--- src/uxs_pkg.sv ---
/*
  Shared constants for the serial port block: register offsets, field positions,
  frame and interrupt mode codes, oversampling and buffer sizes.
  Assumes a 32-bit APB slave with byte addresses in an 8-bit window.
*/
package uxs_pkg;
  localparam int UXS_AW = 8;
  localparam logic [7:0] UXS_MODE_OFS = 8'h00;
  localparam logic [7:0] UXS_STA_OFS = 8'h04;
  localparam logic [7:0] UXS_TXREG_OFS = 8'h08;
  localparam logic [7:0] UXS_RXREG_OFS = 8'h0c;
  localparam logic [7:0] UXS_BRG_OFS = 8'h10;
  // Mode register fields
  localparam int MODE_INFRARED_CODEC_ENABLE = 12;
  localparam int MODE_HIGH_SPEED_BAUD_SELECT = 3;
  localparam int MODE_PARITY_DATA_SELECT = 1;
  localparam int MODE_STOP_BIT_SELECT = 0;
  // Status and control register fields
  localparam int STA_TXI1 = 15;
  localparam int STA_TXPOL = 14;
  localparam int STA_TXI0 = 13;
  localparam int STA_BRK = 11;
  localparam int STA_TXEN = 10;
  localparam int STA_TXFULL = 9;
  localparam int STA_SHEMPTY = 8;
  localparam int STA_RXI = 6;
  localparam int STA_ADDRESS_DETECT_ENABLE = 5;
  localparam int STA_RXIDLE = 4;
  localparam int STA_PARITY_ERROR_FLAG = 3;
  localparam int STA_FRAMING_ERROR_FLAG = 2;
  localparam int STA_OVERRUN_ERROR_FLAG = 1;
  localparam int STA_RXDA = 0;
  localparam logic [15:0] BRG_RST = 16'h0000;
  // Frame formats
  localparam logic [1:0] PD_9N = 2'b11;
  localparam logic [1:0] PD_8O = 2'b10;
  localparam logic [1:0] PD_8E = 2'b01;
  localparam logic [1:0] PD_8N = 2'b00;
  // Interrupt modes
  localparam logic [1:0] TXI_EACH = 2'b00;
  localparam logic [1:0] TXI_DONE = 2'b01;
  localparam logic [1:0] TXI_EMPTY = 2'b10;
  localparam logic [1:0] RXI_ANY = 2'b00;
  localparam logic [1:0] RXI_FULL = 2'b11;
  // Oversampling: last subtick index of 16x and 4x
  localparam logic [3:0] OVS_STD_LAST = 4'hf;
  localparam logic [3:0] OVS_FAST_LAST = 4'h3;
  localparam logic [3:0] IR_PULSE_SUBS = 4'h3;
  localparam logic [3:0] BRK_FRAME_LEN = 4'he;
  localparam logic [1:0] TX_DEPTH = 2'h2;
  localparam logic [1:0] RX_DEPTH = 2'h2;
  localparam int TXEN_IRQ_CYC = 2;
  typedef enum logic {UXS_TX_IDLE, UXS_TX_SHIFT} uxs_tx_e;
  typedef enum logic {UXS_RX_IDLE, UXS_RX_RUN} uxs_rx_e;
endpackage

--- src/uxs_top.sv ---
/*
  Serial port transmitter and receiver with mode, status/control, transmit,
  receive and baud divisor registers on APB.
  Assumes one clock pclk, synchronous serial_in_pin, and an outside pad that
  drives serial_out_pin only while serial_out_en is high.
*/
`timescale 1ns/1ps
module uxs_top (
  input wire logic pclk,
  input wire logic presetn,
  input wire logic psel,
  input wire logic penable,
  input wire logic pwrite,
  input wire logic [uxs_pkg::UXS_AW-1:0] paddr,
  input wire logic [31:0] pwdata,
  output logic [31:0] prdata,
  output logic pready,
  output logic pslverr,
  input wire logic serial_in_pin,
  output logic serial_out_pin,
  output logic serial_out_en,
  output logic tx_event,
  output logic rx_event
);
  import uxs_pkg::*;
  function automatic logic hit(input logic [7:0] a, input logic [7:0] ofs);
    return a == ofs;
  endfunction
  function automatic logic par_bit(input logic [7:0] d, input logic odd);
    return (^d) ^ odd;
  endfunction
  logic pready_ff, pslverr_ff;
  logic [31:0] prdata_ff;
  logic ir_en_ff, high_speed_baud_select_ff, stop_bit_select_ff, txpol_ff, brk_ff, txen_ff, address_detect_enable_ff, overrun_error_flag_ff;
  logic [1:0] parity_data_select_ff, txi_ff, rxi_ff;
  logic [15:0] brg_div_ff, brg_cnt_ff;
  logic [8:0] txq_ff [2];
  logic [1:0] tx_cnt_ff;
  uxs_tx_e tx_state_ff;
  logic [14:0] tx_sh_ff;
  logic [3:0] tx_bits_ff, tx_sub_ff;
  logic tx_brk_run_ff, txen_prev_ff, txen_pipe_ff, tx_event_ff;
  logic serial_out_pin_ff, serial_out_en_ff;
  logic [10:0] rxq_ff [2];
  logic [1:0] rx_cnt_ff;
  uxs_rx_e rx_state_ff;
  logic [3:0] rx_sub_ff, rx_idx_ff;
  logic [9:0] rx_sh_ff;
  logic ir_hold_ff, rx_pop_ok_ff, rx_event_ff;
  logic cap, acc, wr, wr_sta, mapped;
  logic tick, codec_on, nine, haspar, tx_push, tx_load, txen_clr, tx_done, txb, ir_pulse;
  logic [3:0] last_sub, mid_sub, rx_last_idx, tx_len;
  logic [14:0] tx_frame;
  logic rx_line, rx_samp, rx_fin, rx_keep, rx_push, ovf_set, overrun_error_flag_clr, rx_pop;
  logic [8:0] rx_d;
  logic rx_parity_error_flag;
  logic [15:0] mode_val, sta_val;
  logic [31:0] rd_val;
  // APB: capture one cycle into access, complete when pready is seen
  assign cap = psel & penable & ~pready_ff;
  assign acc = psel & penable & pready_ff;
  assign wr = acc & pwrite;
  assign wr_sta = wr & hit(paddr, UXS_STA_OFS);
  assign mapped = hit(paddr, UXS_MODE_OFS) | hit(paddr, UXS_STA_OFS) | hit(paddr, UXS_TXREG_OFS)
                  | hit(paddr, UXS_RXREG_OFS) | hit(paddr, UXS_BRG_OFS);
  assign codec_on = ir_en_ff & ~high_speed_baud_select_ff;
  assign last_sub = high_speed_baud_select_ff ? OVS_FAST_LAST : OVS_STD_LAST;
  assign mid_sub = {1'b0, last_sub[3:1]};
  assign nine = parity_data_select_ff == PD_9N;
  assign haspar = (parity_data_select_ff == PD_8O) | (parity_data_select_ff == PD_8E);
  assign tick = brg_cnt_ff == brg_div_ff;
  assign mode_val = {3'h0, ir_en_ff, 8'h00, high_speed_baud_select_ff, parity_data_select_ff, stop_bit_select_ff};
  assign sta_val = {txi_ff[1], txpol_ff, txi_ff[0], 1'b0, brk_ff, txen_ff,
                    tx_cnt_ff == TX_DEPTH,
                    tx_state_ff == UXS_TX_IDLE && tx_cnt_ff == 2'h0,
                    rxi_ff, address_detect_enable_ff,
                    rx_state_ff == UXS_RX_IDLE,
                    rx_cnt_ff != 2'h0 && rxq_ff[0][9],
                    rx_cnt_ff != 2'h0 && rxq_ff[0][10],
                    overrun_error_flag_ff,
                    rx_cnt_ff != 2'h0};
  always_comb begin
    rd_val = 32'h0000_0000;
    if (hit(paddr, UXS_MODE_OFS)) begin
      rd_val = {16'h0000, mode_val};
    end else if (hit(paddr, UXS_STA_OFS)) begin
      rd_val = {16'h0000, sta_val};
    end else if (hit(paddr, UXS_RXREG_OFS) && rx_cnt_ff != 2'h0) begin
      rd_val = {23'h000000, rxq_ff[0][8:0]};
    end else if (hit(paddr, UXS_BRG_OFS)) begin
      rd_val = {16'h0000, brg_div_ff};
    end
  end
  always_ff @(posedge pclk or negedge presetn) begin
    if (!presetn) begin
      pready_ff <= 1'b0;
      pslverr_ff <= 1'b0;
      prdata_ff <= 32'h0000_0000;
      rx_pop_ok_ff <= 1'b0;
    end else begin
      pready_ff <= cap;
      pslverr_ff <= cap & ~mapped;
      if (cap && !pwrite) begin
        prdata_ff <= rd_val;
      end
      rx_pop_ok_ff <= cap & ~pwrite & hit(paddr, UXS_RXREG_OFS) & (rx_cnt_ff != 2'h0);
    end
  end

  always_ff @(posedge pclk or negedge presetn) begin
    if (!presetn) begin
      ir_en_ff <= 1'b0;
      high_speed_baud_select_ff <= 1'b0;
      parity_data_select_ff <= PD_8N;
      stop_bit_select_ff <= 1'b0;
    end else if (wr && hit(paddr, UXS_MODE_OFS)) begin
      ir_en_ff <= pwdata[MODE_INFRARED_CODEC_ENABLE];
      high_speed_baud_select_ff <= pwdata[MODE_HIGH_SPEED_BAUD_SELECT];
      parity_data_select_ff <= pwdata[MODE_PARITY_DATA_SELECT +: 2];
      stop_bit_select_ff <= pwdata[MODE_STOP_BIT_SELECT];
    end
  end

  // Software write of send_break beats the hardware clear
  always_ff @(posedge pclk or negedge presetn) begin
    if (!presetn) begin
      txi_ff <= TXI_EACH;
      rxi_ff <= RXI_ANY;
      txpol_ff <= 1'b0;
      brk_ff <= 1'b0;
      txen_ff <= 1'b0;
      address_detect_enable_ff <= 1'b0;
    end else if (wr_sta) begin
      txi_ff <= {pwdata[STA_TXI1], pwdata[STA_TXI0]};
      rxi_ff <= pwdata[STA_RXI +: 2];
      txpol_ff <= pwdata[STA_TXPOL];
      brk_ff <= pwdata[STA_BRK];
      txen_ff <= pwdata[STA_TXEN];
      address_detect_enable_ff <= pwdata[STA_ADDRESS_DETECT_ENABLE];
    end else if (tx_done && tx_brk_run_ff) begin
      brk_ff <= 1'b0;
    end
  end
  always_ff @(posedge pclk or negedge presetn) begin
    if (!presetn) begin
      brg_div_ff <= BRG_RST;
      brg_cnt_ff <= 16'h0000;
    end else begin
      if (wr && hit(paddr, UXS_BRG_OFS)) begin
        brg_div_ff <= pwdata[15:0];
      end
      if ((wr && hit(paddr, UXS_BRG_OFS)) || tick) begin
        brg_cnt_ff <= 16'h0000;
      end else begin
        brg_cnt_ff <= brg_cnt_ff + 16'h0001;
      end
    end
  end
  // Transmit buffer: entry 0 is the head
  assign txen_clr = wr_sta & ~pwdata[STA_TXEN];
  assign tx_push = wr & hit(paddr, UXS_TXREG_OFS) & (tx_cnt_ff != TX_DEPTH);
  assign tx_load = txen_ff & ~txen_clr & (tx_state_ff == UXS_TX_IDLE) & (tx_cnt_ff != 2'h0);
  always_ff @(posedge pclk or negedge presetn) begin
    if (!presetn) begin
      tx_cnt_ff <= 2'h0;
      txq_ff[0] <= 9'h000;
      txq_ff[1] <= 9'h000;
    end else if (txen_clr) begin
      tx_cnt_ff <= 2'h0;
    end else if (tx_push && tx_load) begin
      txq_ff[0] <= (tx_cnt_ff == 2'h1) ? pwdata[8:0] : txq_ff[1];
      txq_ff[1] <= pwdata[8:0];
    end else if (tx_push) begin
      txq_ff[tx_cnt_ff[0]] <= pwdata[8:0];
      tx_cnt_ff <= tx_cnt_ff + 2'h1;
    end else if (tx_load) begin
      txq_ff[0] <= txq_ff[1];
      tx_cnt_ff <= tx_cnt_ff - 2'h1;
    end
  end
  // Frame bits go out LSB first; unused upper bits are stop level
  always_comb begin
    tx_frame = {6'h3f, txq_ff[0][7:0], 1'b0};
    tx_len = 4'ha;
    if (brk_ff) begin
      tx_frame = {2'b11, 13'h0000};
      tx_len = BRK_FRAME_LEN;
    end else if (nine) begin
      tx_frame = {5'h1f, txq_ff[0], 1'b0};
      tx_len = 4'hb;
    end else if (haspar) begin
      tx_frame = {5'h1f, par_bit(txq_ff[0][7:0], parity_data_select_ff == PD_8O), txq_ff[0][7:0], 1'b0};
      tx_len = 4'hb;
    end
    if (stop_bit_select_ff && !brk_ff) begin
      tx_len = tx_len + 4'h1;
    end
  end
  assign tx_done = (tx_state_ff == UXS_TX_SHIFT) & tick & (tx_sub_ff == last_sub) & (tx_bits_ff == 4'h1);
  always_ff @(posedge pclk or negedge presetn) begin
    if (!presetn) begin
      tx_state_ff <= UXS_TX_IDLE;
      tx_sh_ff <= 15'h7fff;
      tx_bits_ff <= 4'h0;
      tx_sub_ff <= 4'h0;
      tx_brk_run_ff <= 1'b0;
    end else if (txen_clr) begin
      tx_state_ff <= UXS_TX_IDLE;
      tx_sh_ff <= 15'h7fff;
    end else if (tx_load) begin
      tx_state_ff <= UXS_TX_SHIFT;
      tx_sh_ff <= tx_frame;
      tx_bits_ff <= tx_len;
      tx_sub_ff <= 4'h0;
      tx_brk_run_ff <= brk_ff;
    end else if (tx_state_ff == UXS_TX_SHIFT && tick) begin
      if (tx_sub_ff == last_sub) begin
        tx_sub_ff <= 4'h0;
        tx_sh_ff <= {1'b1, tx_sh_ff[14:1]};
        tx_bits_ff <= tx_bits_ff - 4'h1;
        if (tx_bits_ff == 4'h1) begin
          tx_state_ff <= UXS_TX_IDLE;
        end
      end else begin
        tx_sub_ff <= tx_sub_ff + 4'h1;
      end
    end
  end

  always_ff @(posedge pclk or negedge presetn) begin
    if (!presetn) begin
      txen_prev_ff <= 1'b0;
      txen_pipe_ff <= 1'b0;
      tx_event_ff <= 1'b0;
    end else begin
      txen_prev_ff <= txen_ff;
      txen_pipe_ff <= txen_ff & ~txen_prev_ff;
      tx_event_ff <= txen_pipe_ff
                     | (tx_load && txi_ff == TXI_EACH)
                     | (tx_load && txi_ff == TXI_EMPTY && tx_cnt_ff == 2'h1)
                     | (tx_done && txi_ff == TXI_DONE && tx_cnt_ff == 2'h0 && !tx_push);
    end
  end

  assign txb = (tx_state_ff == UXS_TX_SHIFT) ? tx_sh_ff[0] : 1'b1;
  // Encoder marks each zero bit with a pulse of 3/16 bit time
  assign ir_pulse = codec_on & ~txb & (tx_sub_ff < IR_PULSE_SUBS);
  always_ff @(posedge pclk or negedge presetn) begin
    if (!presetn) begin
      serial_out_pin_ff <= 1'b1;
      serial_out_en_ff <= 1'b0;
    end else begin
      serial_out_pin_ff <= codec_on ? (ir_pulse ^ txpol_ff) : (txb ^ txpol_ff);
      serial_out_en_ff <= txen_ff;
    end
  end

  // Receiver: decoder stretches a pulse until the next mid-bit sample
  assign rx_line = codec_on ? ~ir_hold_ff : serial_in_pin;
  assign rx_samp = (rx_state_ff == UXS_RX_RUN) & tick & (rx_sub_ff == mid_sub);
  assign rx_last_idx = (nine || haspar) ? 4'ha : 4'h9;
  assign rx_fin = rx_samp & (rx_idx_ff == rx_last_idx);
  assign rx_d = nine ? rx_sh_ff[9:1] : {1'b0, haspar ? rx_sh_ff[8:1] : rx_sh_ff[9:2]};
  assign rx_parity_error_flag = haspar & (rx_sh_ff[9] != par_bit(rx_sh_ff[8:1], parity_data_select_ff == PD_8O));
  assign rx_keep = ~(address_detect_enable_ff & nine & ~rx_d[8]);
  assign ovf_set = rx_fin & rx_keep & (rx_cnt_ff == RX_DEPTH);
  assign rx_push = rx_fin & rx_keep & (rx_cnt_ff != RX_DEPTH);
  assign overrun_error_flag_clr = wr_sta & overrun_error_flag_ff & ~pwdata[STA_OVERRUN_ERROR_FLAG] & ~ovf_set;
  assign rx_pop = acc & ~pwrite & rx_pop_ok_ff & (rx_cnt_ff != 2'h0);
  always_ff @(posedge pclk or negedge presetn) begin
    if (!presetn) begin
      ir_hold_ff <= 1'b0;
    end else if (codec_on && serial_in_pin) begin
      ir_hold_ff <= 1'b1;
    end else if (rx_samp || !codec_on) begin
      ir_hold_ff <= 1'b0;
    end
  end

  always_ff @(posedge pclk or negedge presetn) begin
    if (!presetn) begin
      rx_state_ff <= UXS_RX_IDLE;
      rx_sub_ff <= 4'h0;
      rx_idx_ff <= 4'h0;
      rx_sh_ff <= 10'h000;
    end else if (overrun_error_flag_clr) begin
      rx_state_ff <= UXS_RX_IDLE;
    end else if (rx_state_ff == UXS_RX_IDLE) begin
      if (tick && !rx_line) begin
        rx_state_ff <= UXS_RX_RUN;
        rx_sub_ff <= 4'h0;
        rx_idx_ff <= 4'h0;
      end
    end else if (tick) begin
      rx_sub_ff <= (rx_sub_ff == last_sub) ? 4'h0 : rx_sub_ff + 4'h1;
      if (rx_sub_ff == last_sub) begin
        rx_idx_ff <= rx_idx_ff + 4'h1;
      end
      if (rx_samp) begin
        if ((rx_idx_ff == 4'h0 && rx_line) || rx_fin) begin
          rx_state_ff <= UXS_RX_IDLE;
        end else if (rx_idx_ff != 4'h0) begin
          rx_sh_ff <= {rx_line, rx_sh_ff[9:1]};
        end
      end
    end
  end

  // Overflow set beats a software clear in the same cycle
  always_ff @(posedge pclk or negedge presetn) begin
    if (!presetn) begin
      overrun_error_flag_ff <= 1'b0;
    end else if (ovf_set) begin
      overrun_error_flag_ff <= 1'b1;
    end else if (overrun_error_flag_clr) begin
      overrun_error_flag_ff <= 1'b0;
    end
  end
  // Entry holds {framing, parity, data}; the overflowing character is dropped
  always_ff @(posedge pclk or negedge presetn) begin
    if (!presetn) begin
      rx_cnt_ff <= 2'h0;
      rxq_ff[0] <= 11'h000;
      rxq_ff[1] <= 11'h000;
    end else if (overrun_error_flag_clr) begin
      rx_cnt_ff <= 2'h0;
    end else if (rx_push && rx_pop) begin
      rxq_ff[0] <= (rx_cnt_ff == 2'h1) ? {~rx_line, rx_parity_error_flag, rx_d} : rxq_ff[1];
      rxq_ff[1] <= {~rx_line, rx_parity_error_flag, rx_d};
    end else if (rx_push) begin
      rxq_ff[rx_cnt_ff[0]] <= {~rx_line, rx_parity_error_flag, rx_d};
      rx_cnt_ff <= rx_cnt_ff + 2'h1;
    end else if (rx_pop) begin
      rxq_ff[0] <= rxq_ff[1];
      rx_cnt_ff <= rx_cnt_ff - 2'h1;
    end
  end
  always_ff @(posedge pclk or negedge presetn) begin
    if (!presetn) begin
      rx_event_ff <= 1'b0;
    end else begin
      rx_event_ff <= rx_push & ~overrun_error_flag_clr & ((rxi_ff == RXI_ANY) | (rxi_ff == RXI_FULL && rx_cnt_ff == 2'h1));
    end
  end

  assign prdata = prdata_ff;
  assign pready = pready_ff;
  assign pslverr = pslverr_ff;
  assign serial_out_pin = serial_out_pin_ff;
  assign serial_out_en = serial_out_en_ff;
  assign tx_event = tx_event_ff;
  assign rx_event = rx_event_ff;
  a_txen_event: assert property (@(posedge pclk) disable iff (!presetn)
    $rose(txen_ff) |-> ##2 tx_event_ff) else $error("tx enable event not two cycles later");
  a_tx_each_evt: assert property (@(posedge pclk) disable iff (!presetn)
    tx_load && txi_ff == TXI_EACH |=> tx_event_ff) else $error("missing tx load event");
  a_txen_abort: assert property (@(posedge pclk) disable iff (!presetn)
    $fell(txen_ff) |-> tx_cnt_ff == 2'h0 && tx_state_ff == UXS_TX_IDLE ##1 !serial_out_en_ff)
    else $error("tx disable did not abort");
  a_tx_busy_flag: assert property (@(posedge pclk) disable iff (!presetn)
    tx_load |=> !sta_val[STA_SHEMPTY] && tx_state_ff == UXS_TX_SHIFT) else $error("shift empty wrong");
  a_brg_clear: assert property (@(posedge pclk) disable iff (!presetn)
    wr && hit(paddr, UXS_BRG_OFS) |=> brg_cnt_ff == 16'h0000) else $error("baud counter not cleared");
  a_ir_fast_off: assert property (@(posedge pclk) disable iff (!presetn)
    high_speed_baud_select_ff |-> !ir_pulse ##1 !ir_hold_ff && serial_out_pin_ff == ($past(txb) ^ $past(txpol_ff)))
    else $error("codec active in fast mode");
  a_rx_ovf_flag: assert property (@(posedge pclk) disable iff (!presetn)
    ovf_set |=> overrun_error_flag_ff && rx_cnt_ff == RX_DEPTH) else $error("overrun not flagged");
  a_overrun_error_flag_flush: assert property (@(posedge pclk) disable iff (!presetn)
    overrun_error_flag_clr |=> rx_cnt_ff == 2'h0 && !overrun_error_flag_ff && rx_state_ff == UXS_RX_IDLE) else $error("no flush");
  a_rx_evt_full: assert property (@(posedge pclk) disable iff (!presetn)
    rx_push && !overrun_error_flag_clr && rxi_ff == RXI_FULL |=> rx_event_ff == (rx_cnt_ff == RX_DEPTH))
    else $error("rx full event wrong");
  a_rx_avail: assert property (@(posedge pclk) disable iff (!presetn)
    rx_push && !overrun_error_flag_clr |=> sta_val[STA_RXDA]) else $error("data available not set");
endmodule

--- config.mk ---
export PLATFORM = sky130hd
export DESIGN_NAME = uxs_top
export DESIGN_NICKNAME = d
export VERILOG_FILES = /design/src/uxs_pkg.sv /design/src/uxs_top.sv
export SDC_FILE = /design/constraint.sdc
export NUM_CORES = 1
export LEC_CHECK = 0
export ABC_AREA = 0
export BUFFER_PORTS_ARGS = -buffer_cell sky130_fd_sc_hd__buf_2
export CORE_UTILIZATION = 46
export CTS_CLUSTER_DIAMETER = 200
export DETAILED_ROUTE_END_ITERATION = 6
export GPL_TIMING_DRIVEN = 1
export SETUP_SLACK_MARGIN = 0.05
export SYNTH_ARGS = -nofsm -noshare
export SYNTH_HDL_FRONTEND = slang
export SYNTH_SLANG_ARGS = --single-unit
--- constraint.sdc ---
create_clock -name pclk -period 3 [get_ports pclk]
set_input_delay 0.6 -clock pclk [delete_from_list [all_inputs] [get_ports pclk]]
set_output_delay 0.6 -clock pclk [all_outputs]
set_load 0.005 [all_outputs]
# Word-level counts from Yosys, hierarchy flattened
# Cells that the tools add are included.
# word_totals
ff_bits,175
inputBits,46
wordCells,301
# op_classes
addsub,10
n_lt_le_gt_ge,5
n_eq_ne,27
n_mux,77
n_bitwise,72
n_reduce_logical,72
# ops
op,n
$mux 16,5
$mux 15,4
$mux 4,15
$mux 11,5
$mux 9,6
$and 1x1->1,39
$logic_and 1x1->1,24
$bwmux 22,1
$mux 1,22
$mux 22,1
$reduce_bool 3->1,7
$mux 10,2
$reduce_bool 2->1,10
$bwmux 18,1
$mux 18,1
$mux 2,9
$not 1->1,18
$reduce_and 2->1,9
$add 16x1->16 const B,1
$add 4x1->4 const B,4
$eq 16x16->1,1
$eq 8x4->1 const B,2
$reduce_xor 8->1,2
$mux 13,1
other kinds (32),73

# Logic depth before layout (Yosys ltp)
# Gate-level depths: netlist of run 1.
# depth
depth_word,14
depth_mapped,10

# Least setup slack after synthesis of run 1
# No wires, ideal clock.
# synth_timing
path_kind,input port to flip-flop
start,input paddr[7] (netlist name)
end,register txq_ff[0] (netlist name)
setup_time_ns,0.125
arrival_ns,2.363
slack_ns,0.512
stages,5
n_path_buf,0
cell_sequence,or4_1 nor3_1 nand3_2 nor2_2 mux2_2
# synth_via
elab_chain_len,10
word_cells_on_any_way,14
classes_between,2 x eq/ne; 1 x mux; 8 x bitwise; 3 x reduce/logical
# synth_rtl
element,line_no,text
start: declaration,uxs_top.sv:14,"input wire logic [uxs_pkg::UXS_AW-1:0] paddr,"
$eq 8x3->1,uxs_top.sv:27,return a == ofs;
$and 1x1->1,uxs_top.sv:63,"assign wr_sta = wr & hit(paddr, UXS_STA_OFS);"
$and 1x1->1,uxs_top.sv:160,assign txen_clr = wr_sta & ~pwdata[STA_TXEN];
$not 1->1 (no line),--,
$and 1x1->1 (3 in a row),uxs_top.sv:162,assign tx_load = txen_ff & ~txen_clr & (tx_state_ff == UXS_TX_IDLE) & (tx_cnt_ff != 2'h0);
$logic_and 1x1->1,uxs_top.sv:170,end else if (tx_push && tx_load) begin
$reduce_bool 2->1 (no line),--,
$reduce_and 2->1 (no line),--,
end signal: indexed assignment,uxs_top.sv:174,txq_ff[tx_cnt_ff[0]] <= pwdata[8:0];
end: declaration,uxs_top.sv:37,logic [8:0] txq_ff [2];
# Parallel ways exist; a longest one is shown, timed or not.
# A chain may end at the register's enable or synchronous reset.

# Final worst setup path of run 1
# layout_timing
start,register tx_cnt_ff[0]
end,register txq_ff[6] (netlist name)
# layout_via
elab_chain_len,8
word_cells_on_any_way,16
classes_between,2 x order compare; 1 x eq/ne; 5 x mux; 3 x bitwise; 5 x reduce/logical
# layout_rtl
element,line_no,text
start: declaration,uxs_top.sv:38,logic [1:0] tx_cnt_ff;
start signal: assignment,uxs_top.sv:175,tx_cnt_ff <= tx_cnt_ff + 2'h1;
start signal: assignment,uxs_top.sv:178,tx_cnt_ff <= tx_cnt_ff - 2'h1;
$not 1->2 (not written as such),uxs_top.sv:174,
$ge 2x2->1 (not written as such) or $lt 2x1->1 (tied branches),uxs_top.sv:174,
$logic_and 1x1->1 (not written as such),uxs_top.sv:174,
$mux 9 (not written as such),uxs_top.sv:174,
$demux 9 s1,uxs_top.sv:174,
$bwmux 18,uxs_top.sv:174,
$mux 9,uxs_top.sv:173,end else if (tx_push) begin
$mux 18,uxs_top.sv:170,
# Parallel ways exist; a longest one is shown, timed or not. The select of a mux whose other input is x is not followed.

==> results of run 1 <==
[power by group]
group	switching [mW]	internal, mW	leakage [nW]	total (mW)
logic	0.671	0.527	1.92	1.20
clock network	0.861	1.22	0.292	2.09
registers	0.235	2.34	2.02	2.57
total	1.77	4.09	4.23	5.86
[worst register-to-register path: stages (launching register included)]
cell	delay (ps)
dfrtp_1	420
clkinv_1	300
ha_1	350
nor3b_1	290
nand3_2	240
nor2_2	480
mux2_2	400
[metrics by stage]
stage / worst slack, ps / hold slack, ps
3_5_place_dp: 110 / 446
4_1_cts: 388 / 195
5_1_grt: 199 / 223
2_1_floorplan: 512 / 304
6_report: 395 / 180
3_3_place_gp: 121 / 435
[state kept, by name, indices dropped and copies added, names as in the netlist, 2 cells and up]
signal                 cells
brg_cnt_ff                16
brg_div_ff                16
parity_data_select_ff      2
prdata                    16
rx_cnt_ff                  2
rx_idx_ff                  4
rx_sh_ff                   9
rx_sub_ff                  4
rxi_ff                     2
rxq_ff                    22
tx_bits_ff                 4
tx_cnt_ff                  2
tx_sh_ff                  13
tx_sub_ff                  4
txi_ff                     2
txq_ff                    18
[area by class of cell]
class | instances | area [sq um] | area share
Tap cell | 225 | 282 | 0.0304
Multi-Input combinational cell | 579 | 3890 | 0.421
Sequential cell | 156 | 3920 | 0.424
Clock inverter | 8 | 51.3 | 0.00555
Timing Repair Buffer | 76 | 487 | 0.0526
Clock buffer | 24 | 524 | 0.0567
Inverter | 23 | 86.3 | 0.00934
[worst paths after layout]
kind	start	end	slack [ps]	depth (start not counted)
max reg2reg	tx_cnt_ff[0]$_DFFE_PN0P_	txq_ff[6]$_DFFE_PN0P_	400	6
max	tx_cnt_ff[0]$_DFFE_PN0P_	txq_ff[6]$_DFFE_PN0P_	400	6
min	presetn	tx_bits_ff[3]$_DFFE_PN0P_	180	1
min in group pclk	pwdata[15]	brg_div_ff[15]$_DFFE_PN0P_	420	2
min reg2reg	serial_out_en$_DFF_PN0_	txen_pipe_ff$_DFF_PN0_	440	1
max in group asynchronous	presetn	brg_cnt_ff[7]$_DFF_PN0_	2120	2
[Yosys cell counts (all sizes together), types with 3 or more instances]
library cell,count,area share
nand3,27,0.020
and4,4,0.0043
a21oi,34,0.021
ha,17,0.026
buf,34,0.028
nor2,54,0.026
a22o,3,0.0032
inv,22,0.010
xor2,7,0.0076
mux2,47,0.065
clkbuf,15,0.0069
o21ai,69,0.043
nand3b,3,0.0028
o31ai,9,0.0083
a31oi,6,0.0046
a222oi,7,0.0086
and2,6,0.0046
nor3,7,0.0043
mux2i,19,0.023
a221oi,7,0.0076
nand4,13,0.010
nor3b,4,0.0037
o22ai,11,0.0085
dfstp,14,0.045
nor4,5,0.0062
and3,8,0.0062
a22oi,3,0.0028
nand2b,9,0.0069
or3,6,0.0046
nand2,82,0.038
o211ai,4,0.0043
a211oi,4,0.0052
dfrtp,142,0.44
xnor2,36,0.039
or4,3,0.0028
nor2b,8,0.0062
a2bb2oi,12,0.013
[cells in the final DEF, fill, tap and decap left out, drive strengths merged, types with 4 or more instances in the layout]
cell / instances
or3: 6
dfstp: 14
clkbuf: 24
and4: 4
inv: 26
a31oi: 6
nand2b: 9
nor2: 54
ha: 17
nor3b: 4
a211oi: 4
nor4: 5
xor2: 7
a221oi: 7
nand4: 13
buf: 76
and2: 6
clkinv: 5
nor3: 7
mux2i: 19
nand3: 27
o31ai: 9
dfrtp: 142
nand2: 82
nor2b: 8
a2bb2oi: 12
a21oi: 34
mux2: 47
a222oi: 7
and3: 8
xnor2: 36
o22ai: 11
conb: 16
o21ai: 69
o211ai: 4
[cell families (layout without fill, tap and decap cells)]
group,count (synthesis),after routing,synth area share
other,1,16,0.000462
AND/OR/NAND/NOR,248,248,0.155
AO/OA/AOI/OAI,188,188,0.152
multiplexers,66,66,0.0887
adder cells (fa/ha/maj),17,17,0.0262
flip-flops,156,156,0.483
XOR/XNOR,44,44,0.0492
buffers and inverters,72,131,0.0453
[metal layers]
layer  wire, um  track usage  up-vias
met5         13            0        -
met4        462       0.0849        2
met3        958       0.0443       32
met2       9500        0.373      180
met1       8970        0.313     3078
li1           -            -     2947
==> metrics.txt, run 1 <==
Worst-path clk slew=around 60 ps; Final Setup Violations=0; Antenna diodes=0; Syn Inst Count=792; Design Area, Final=9250 sq um; Final Net Count=between 900 and 1000; CTS Hold Bufs=0; H-tree levels=4; largest net degree at the start of global routing=67; Clock Skew=between 5 and 6 ps; Period minus WS final=roughly 2600 ps; cts repair resizes=0; final cycle utilization of the critical path=0.868; fin util=0.536; Core Region=between 15000 and 20000 sq um; Setup Crit Path Kind=reg -> reg; PD cells=633 nW/um^2; post-route insts no fill=1091; antenna violations before repair=1; cts bufs inserted=17; pins over their slew limit=0; Crit Path Max Fanout=9; crit path DAT=~2900 ps; top_reg_cell synth=dfrtp_1; DRT antenna net count=0; vias in the first global route=5939; max cap viols=0; # port buffers=51; DR iter-0 viols=about 450; first-pass GRT wire length=between 30 and 40 mm; sequential element share of the synthesized area=0.483; Top Ports=84; syn avg cell area=about 10 sq um; clock tree buffer depth=2; Min-Delay Path Class=in -> async; Total GRT Usage=0.232; RSZ-0062 raised after global routing=no; wire per inst=between 15 and 20 um; Worst path top cell family by delay=simple AND/OR/NAND/NOR gates; total gr overflow=0; clock sinks=156; worst skew pair latency=430 ps; CP Launch Type=flop; Worst Tran Pin Value=924 ps; die area=18200 sq um; Pre-Repair DR Iteration Count=6; status=complete, no violations; Yosys reg bits=about 160; CTS tree=yes; placed cell areas=8670 sq um; Die X-Extent=about 130 um; yosys warns=0; Buf/Inv on CP=1; kind of end point of the critical path=flop; row cnt=48; final wirelength=19.9 mm; CTS root buffer=clkbuf_16; setup bufs post-CTS=0; Max Fclk=roughly 380 MHz; Final Total Pwr=slightly below 6 mW; async set-reset flop share out of synthesis=1.00; number of enable flip-flop cells after synthesis=0; vias per inst=~5.7; Synth Cell Area=8110 sq um; initial core utilization=0.471; die extent in y=around 130 um; Crit path largest cell delay=480 ps; required time of the critical path=between 3000 and 4000 ps; placed cell count=1059; Synth cell types=between 70 and 80; Area Growth Syn to Fin=14.0%; via count=a little over 6000; setup_tns=0 ps; peak supply drop=approximately 0.40 mV; fill count=1525; critical-path cell list=clkinv_1, ha_1, nor3b_1, nand3_2, nor2_2, mux2_2; fraction of final layout cells with drive strength greater than 1=0.215; GPL Wtd Cong=0.903; CP max-delay cell=nor2_2; post-DP HPWL=14.5 mm; Slew headroom=0.381; Remaining DRCs=0; leakage=~4.2 nW; Final Hold Fails=0
Note: power is estimated with default switching activity, not from simulation.
==> run 2: changes to the inputs <==
--- a/config.mk
+++ b/config.mk
@@ -7,10 +7,13 @@
 export LEC_CHECK = 0
 export ABC_AREA = 0
 export BUFFER_PORTS_ARGS = -buffer_cell sky130_fd_sc_hd__buf_2
+export CELL_PAD_IN_SITES_DETAIL_PLACEMENT = 1
+export CELL_PAD_IN_SITES_GLOBAL_PLACEMENT = 1
 export CORE_UTILIZATION = 46
 export CTS_CLUSTER_DIAMETER = 200
 export DETAILED_ROUTE_END_ITERATION = 6
 export GPL_TIMING_DRIVEN = 1
+export PLACE_DENSITY_LB_ADDON = 0.1
 export SETUP_SLACK_MARGIN = 0.05
 export SYNTH_ARGS = -nofsm -noshare
 export SYNTH_HDL_FRONTEND = slang
==> metrics.txt, run 2 (synthesis gave the netlist of run 1 again) <==
initial core utilization=0.471 (unchanged); RSZ-0062 raised after global routing=no; cell internal pwr=4.18 mW (+2.1%); clock tree buffer depth=2 (unchanged); DRT antenna net count=0 (unchanged); GPL Wtd Cong=0.842 (-6.7%); reg2reg start=tx_cnt_ff[0]$_DFFE_PN0P_; Setup Crit Path Kind=reg -> reg; vias per inst=5.90 (+3.1%); die extent in y=135 um (unchanged); Worst-path clk slew=70 ps (about the same); Die X-Extent=135 um (unchanged); Crit Path Max Fanout=18 (+9); most flop-heavy register=rxq_ff; reg2reg setup slack=300 ps (-100 ps); Largest register FFs=22 (unchanged); DR iter-0 viols=444 (-1.6%); final wirelength=23.1 mm (+16%); cts bufs inserted=17 (unchanged); commonest cells after routing, fill and taps aside=142 x dfrtp_1, 82 x nand2_1, 68 x o21ai_0, 52 x nor2_1, 50 x buf_2; first-pass GRT wire length=37.9 mm (+18%); largest net degree at the start of global routing=64 (-4.5%); kind of end point of the critical path=flop; Clk pwr share=0.368 (+0.012); vias in the first global route=6900 (+16%); Reg power frac=0.426 (-0.013); Total GRT Usage=0.274 (+0.0415); Pre-Repair DR Iteration Count=5 (-1); leakage=4.26 nW (+0.67%); peak supply drop=0.418 mV (+4.9%); Max Fclk=370 MHz (-3.7%); RR Endpoint=txq_ff[12]$_DFFE_PN0P_; clock sinks=156 (unchanged); Final Net Count=922 (+0.66%); CTS root buffer=clkbuf_16; row cnt=48 (unchanged); CP max-delay cell=o31a_1; Clock Skew=10.5 ps (+4.62 ps); critical-path cell list=clkinv_1, ha_1, nor3b_1, nand3_2, o31a_1, nand2_1, o21ai_0; antenna violations before repair=0 (-1); die area=18200 sq um (unchanged); post-DP HPWL=16.6 mm (+14%); Worst Tran Pin Value=775 ps (-149 ps); Largest regs=rxq_ff x22, txq_ff x18; wire per inst=21.1 um (+16%); final cycle utilization of the critical path=0.901 (+0.0330); Period minus WS final=2700 ps (+99.0 ps); CP Launch Type=flop; Top Ports=84 (unchanged); crit path DAT=2960 ps (+50 ps); via count=6470 (+3.7%); CTS tree=yes; Sw Ratio=0.312 (+0.0107); commonest non-fill, non-tap cell in the layout=dfrtp_1; fraction of final layout cells with drive strength greater than 1=0.220 (+0.00540); Final Hold Fails=0 (unchanged); Final Total Pwr=6.07 mW (+3.7%); H-tree levels=4 (unchanged); max cap viols=0 (unchanged); Comb power frac=0.206 (about the same); total gr overflow=0 (unchanged); NetSw=1.90 mW (+7.3%); Crit path largest cell delay=540 ps (+60 ps); Area Growth Syn to Fin=14.8%; Remaining DRCs=0 (unchanged); Slew headroom=0.483 (+0.102); fin util=0.540 (+0.00399); PD cells=652 nW/um^2 (+2.9%); pins over their slew limit=0 (unchanged); worst skew pair latency=430 ps (about the same); worst-case reg-to-reg path depth=7 (+1); Min-Delay Path Class=in -> async; Core Region=17200 sq um (unchanged); Final Setup Violations=0 (unchanged); status=complete, no violations; required time of the critical path=3260 ps (-50 ps); setup_tns=0 ps (unchanged); # port buffers=51 (unchanged); Antenna diodes=0 (unchanged)
-- run 2: cell type report --
cell class,instances,area [sq um]
Sequential cell,156,3920
Clock inverter,10,131
Tap cell,225,282
Inverter,23,86.3
Fill cell,1909,7920
Multi-Input combinational cell,579,3900
Clock buffer,22,474
Timing Repair Buffer,82,519
-- run 2: timing repair --
item,in CTS,in global routing
hold buffers,0,0
endpoints found under the setup margin,0,2
buffers inserted,0,0
resized for setup,0,1
-- run 2: power groups by stage --
| stage | clock network [mW] | logic [mW] | registers (mW) |
|---|---|---|---|
| 2_1_floorplan | 0 | 0.922 | 2.55 |
| 3_3_place_gp | 0 | 1.17 | 2.60 |
| 3_5_place_dp | 0 | 1.25 | 2.63 |
| 4_1_cts | 2.26 | 1.27 | 2.59 |
| 5_1_grt | 2.34 | 1.41 | 2.62 |
| 6_report | 2.23 | 1.25 | 2.59 |
-- run 2: routing by layer --
metal,track usage,vias to the layer above,part of all wire
met5,0,-,0
met4,0.0905,0,0.016
met3,0.0398,25,0.038
met2,0.459,142,0.49
met1,0.364,3343,0.45
li1,-,2960,-
-- run 2: stage by stage --
step	instances	hold WS, ps	instance area, sq um	setup WS [ps]
global placement	1065	409	8700	247
finish	1097	155	9320	296
CTS	1097	185	9310	268
floorplan	807	304	8170	512
detailed placement	1065	433	8700	227
global route	1097	208	9320	174
-- run 2: worst max-delay path by stage --
stage                        startpoint                     end  slack, ps  cells after the start
2_1_floorplan                  paddr[7]   txq_ff[0]$_DFFE_PN0P_        510                      5
3_3_place_gp                   paddr[7]  txq_ff[14]$_DFFE_PN0P_        250                      7
3_5_place_dp                   paddr[7]  txq_ff[11]$_DFFE_PN0P_        230                      7
4_1_cts        tx_cnt_ff[0]$_DFFE_PN0P_  txq_ff[15]$_DFFE_PN0P_        270                      6
5_1_grt        tx_cnt_ff[0]$_DFFE_PN0P_  txq_ff[12]$_DFFE_PN0P_        170                      7
6_report       tx_cnt_ff[0]$_DFFE_PN0P_  txq_ff[12]$_DFFE_PN0P_        300                      7
-- run 2: critical path: cells and delay by family (launching register included) --
family | cells | cell delay [ps]
simple gates | 3 | 730
buf+inv | 1 | 300
fa+ha+maj | 1 | 390
compound gates | 2 | 670
flops | 1 | 440
==> run 3: changes to the inputs <==
--- a/config.mk
+++ b/config.mk
@@ -10,6 +10,7 @@
 export CELL_PAD_IN_SITES_DETAIL_PLACEMENT = 1
 export CELL_PAD_IN_SITES_GLOBAL_PLACEMENT = 1
 export CORE_UTILIZATION = 46
+export CTS_BUF_LIST = sky130_fd_sc_hd__clkbuf_4
 export CTS_CLUSTER_DIAMETER = 200
 export DETAILED_ROUTE_END_ITERATION = 6
 export GPL_TIMING_DRIVEN = 1
==> metrics.txt, run 3 (synthesis gave the netlist of run 1 again) <==
cts bufs inserted=17 (unchanged); # port buffers=51 (unchanged); worst-case reg-to-reg path depth=6 (-1); reg2reg start=tx_cnt_ff[0]$_DFFE_PN0P_; first-pass GRT wire length=36.5 mm (-3.8%); Total GRT Usage=0.264 (-0.00995); CTS tree=yes; hold path startpoint=pwdata[9]; DR iter-0 viols=404 (-9.0%); die extent in y=135 um (unchanged); NetSw=1.78 mW (-6.0%); vias in the first global route=6746 (-2.2%); PD cells=574 nW/um^2 (-12%); Clk pwr share=0.259 (-0.109); fraction of final layout cells with drive strength greater than 1=0.219 (-0.00140); Crit path largest cell delay=550 ps (about the same); Reg power frac=0.499 (+0.073); pins over their slew limit=0 (unchanged); Largest register FFs=22 (unchanged); Crit Path Max Fanout=18 (unchanged); Period minus WS final=2690 ps (-14.7 ps); Clock Skew=20.9 ps (+10.3 ps); reg2reg setup slack=310 ps (about the same); RSZ-0062 raised after global routing=no; GPL Wtd Cong=0.842 (unchanged); cell internal pwr=3.38 mW (-19%); Endpoint, Worst Hold=brg_div_ff[9]$_DFFE_PN0P_; wire per inst=20.2 um (-4.2%); clock tree buffer depth=2 (unchanged); CP Depth=6 (-1); Buf/Inv on CP=1 (unchanged); final wirelength=22.2 mm (-4.0%); critical-path cell list=clkinv_1, ha_1, nor3b_2, nand2_1, o31a_1, o31ai_1; commonest non-fill, non-tap cell in the layout=dfrtp_1; vias per inst=5.82 (-1.3%); required time of the critical path=3520 ps (+260 ps); clock sinks=156 (unchanged); Final Net Count=923 (+0.11%); worst hold stages=2; Worst-path clk slew=140 ps (+70 ps); Comb power frac=0.242 (+0.036); CTS root buffer=clkbuf_4; CP max-delay cell=nor3b_2; Top Ports=84 (unchanged); Critical Path Start=tx_cnt_ff[0]$_DFFE_PN0P_; status=complete, no violations; RR Endpoint=txq_ff[10]$_DFFE_PN0P_; Final Hold Fails=0 (unchanged); row cnt=48 (unchanged); setup bufs post-CTS=0 (unchanged); Worst Tran Pin Value=794 ps (+19.4 ps); kind of end point of the critical path=flop; worst skew pair latency=600 ps (+170 ps); Final Total Pwr=5.17 mW (-15%); commonest cells after routing, fill and taps aside=142 x dfrtp_1, 82 x nand2_1, 68 x o21ai_0, 52 x nor2_1, 50 x buf_2; setup_tns=0 ps (unchanged); Remaining DRCs=0 (unchanged); Core Region=17200 sq um (unchanged); Worst path top cell family by delay=simple AND/OR/NAND/NOR gates; Setup Crit Path Kind=reg -> reg; DRT antenna net count=0 (unchanged); Sw Ratio=0.345 (+0.0328); H-tree levels=4 (unchanged); total gr overflow=0 (unchanged); peak supply drop=0.295 mV (-30%); Slew headroom=0.471 (-0.0129); leakage=4.12 nW (-3.2%); Die X-Extent=135 um (unchanged); Area Growth Syn to Fin=10.9%; most flop-heavy register=rxq_ff; Max Fclk=372 MHz (+0.55%); Final Setup Violations=0 (unchanged); via count=6396 (-1.1%); initial core utilization=0.471 (unchanged); post-DP HPWL=16.6 mm (unchanged); crit path DAT=3210 ps (+250 ps); Pre-Repair DR Iteration Count=5 (unchanged); Largest regs=rxq_ff x22, txq_ff x18; max cap viols=0 (unchanged); CP Launch Type=flop; largest net degree at the start of global routing=64 (unchanged); final cycle utilization of the critical path=0.896 (-0.00490); die area=18200 sq um (unchanged); Min-Delay Path Class=in -> reg; antenna violations before repair=1 (+1)
## run 3: per-layer routing
layer  vias up  global-route usage  routed length [um]
li1       2946                   -                   -
met1      3274               0.357               10200
met2       151               0.436               10800
met3        25              0.0477                 891
met4         0              0.0705                 300
met5         -                   0                   0
## run 3: what timing repair did
action | CTS | global route
endpoints found under the hold margin | 48 | 0
endpoints found under the setup margin | 0 | 0
gates resized for setup | 0 | 0
hold buffers | 1 | 0
## run 3: worst reg2reg max path: cells and delay by family (launching register included)
kind | cells | cell delay [ps]
adder cells (fa/ha/maj) | 1 | 370
AND/OR/NAND/NOR | 2 | 820
AO/OA/AOI/OAI | 2 | 680
flip-flops | 1 | 450
buffers and inverters | 1 | 300
## run 3: worst max-delay path by stage
stage                             end  slack, ps
6_report       txq_ff[10]$_DFFE_PN0P_        310
5_1_grt        txq_ff[12]$_DFFE_PN0P_         80
2_1_floorplan   txq_ff[0]$_DFFE_PN0P_        510
3_5_place_dp   txq_ff[11]$_DFFE_PN0P_        230
3_3_place_gp   txq_ff[14]$_DFFE_PN0P_        250
4_1_cts        txq_ff[11]$_DFFE_PN0P_        350
## run 3: stage by stage
| stage | instances | utilization | hold slack [ps] | cell area [sq um] | setup slack, ps |
|---|---|---|---|---|---|
| 6_report | 1099 | 0.522 | 241 | 9000 | 311 |
| 3_3_place_gp | 1065 | 0.505 | 409 | 8700 | 247 |
| 4_1_cts | 1098 | 0.522 | 204 | 9000 | 350 |
| 3_5_place_dp | 1065 | 0.505 | 433 | 8700 | 227 |
| 2_1_floorplan | 807 | - | 304 | 8170 | 512 |
| 5_1_grt | 1099 | 0.522 | 218 | 9000 | 84.8 |
## run 3: final cells by class
type                    instances  area, sq um
clock inverters                13          143
diodes                          1         2.50
repair buffers                 83          529
clock buffers                  19          143
well taps                     225          282
inverters                      23         86.3
multi-input cells             579         3890
flip-flops and latches        156         3920
fillers                      1950         8240
## run 3: power by group through the flow
stage	logic (mW)	registers, mW	clock network [mW]
after floorplan	0.922	2.55	0
after global placement	1.17	2.60	0
after detailed placement	1.25	2.63	0
after CTS	1.26	2.58	1.36
after global routing	1.41	2.62	1.44
final	1.25	2.58	1.34
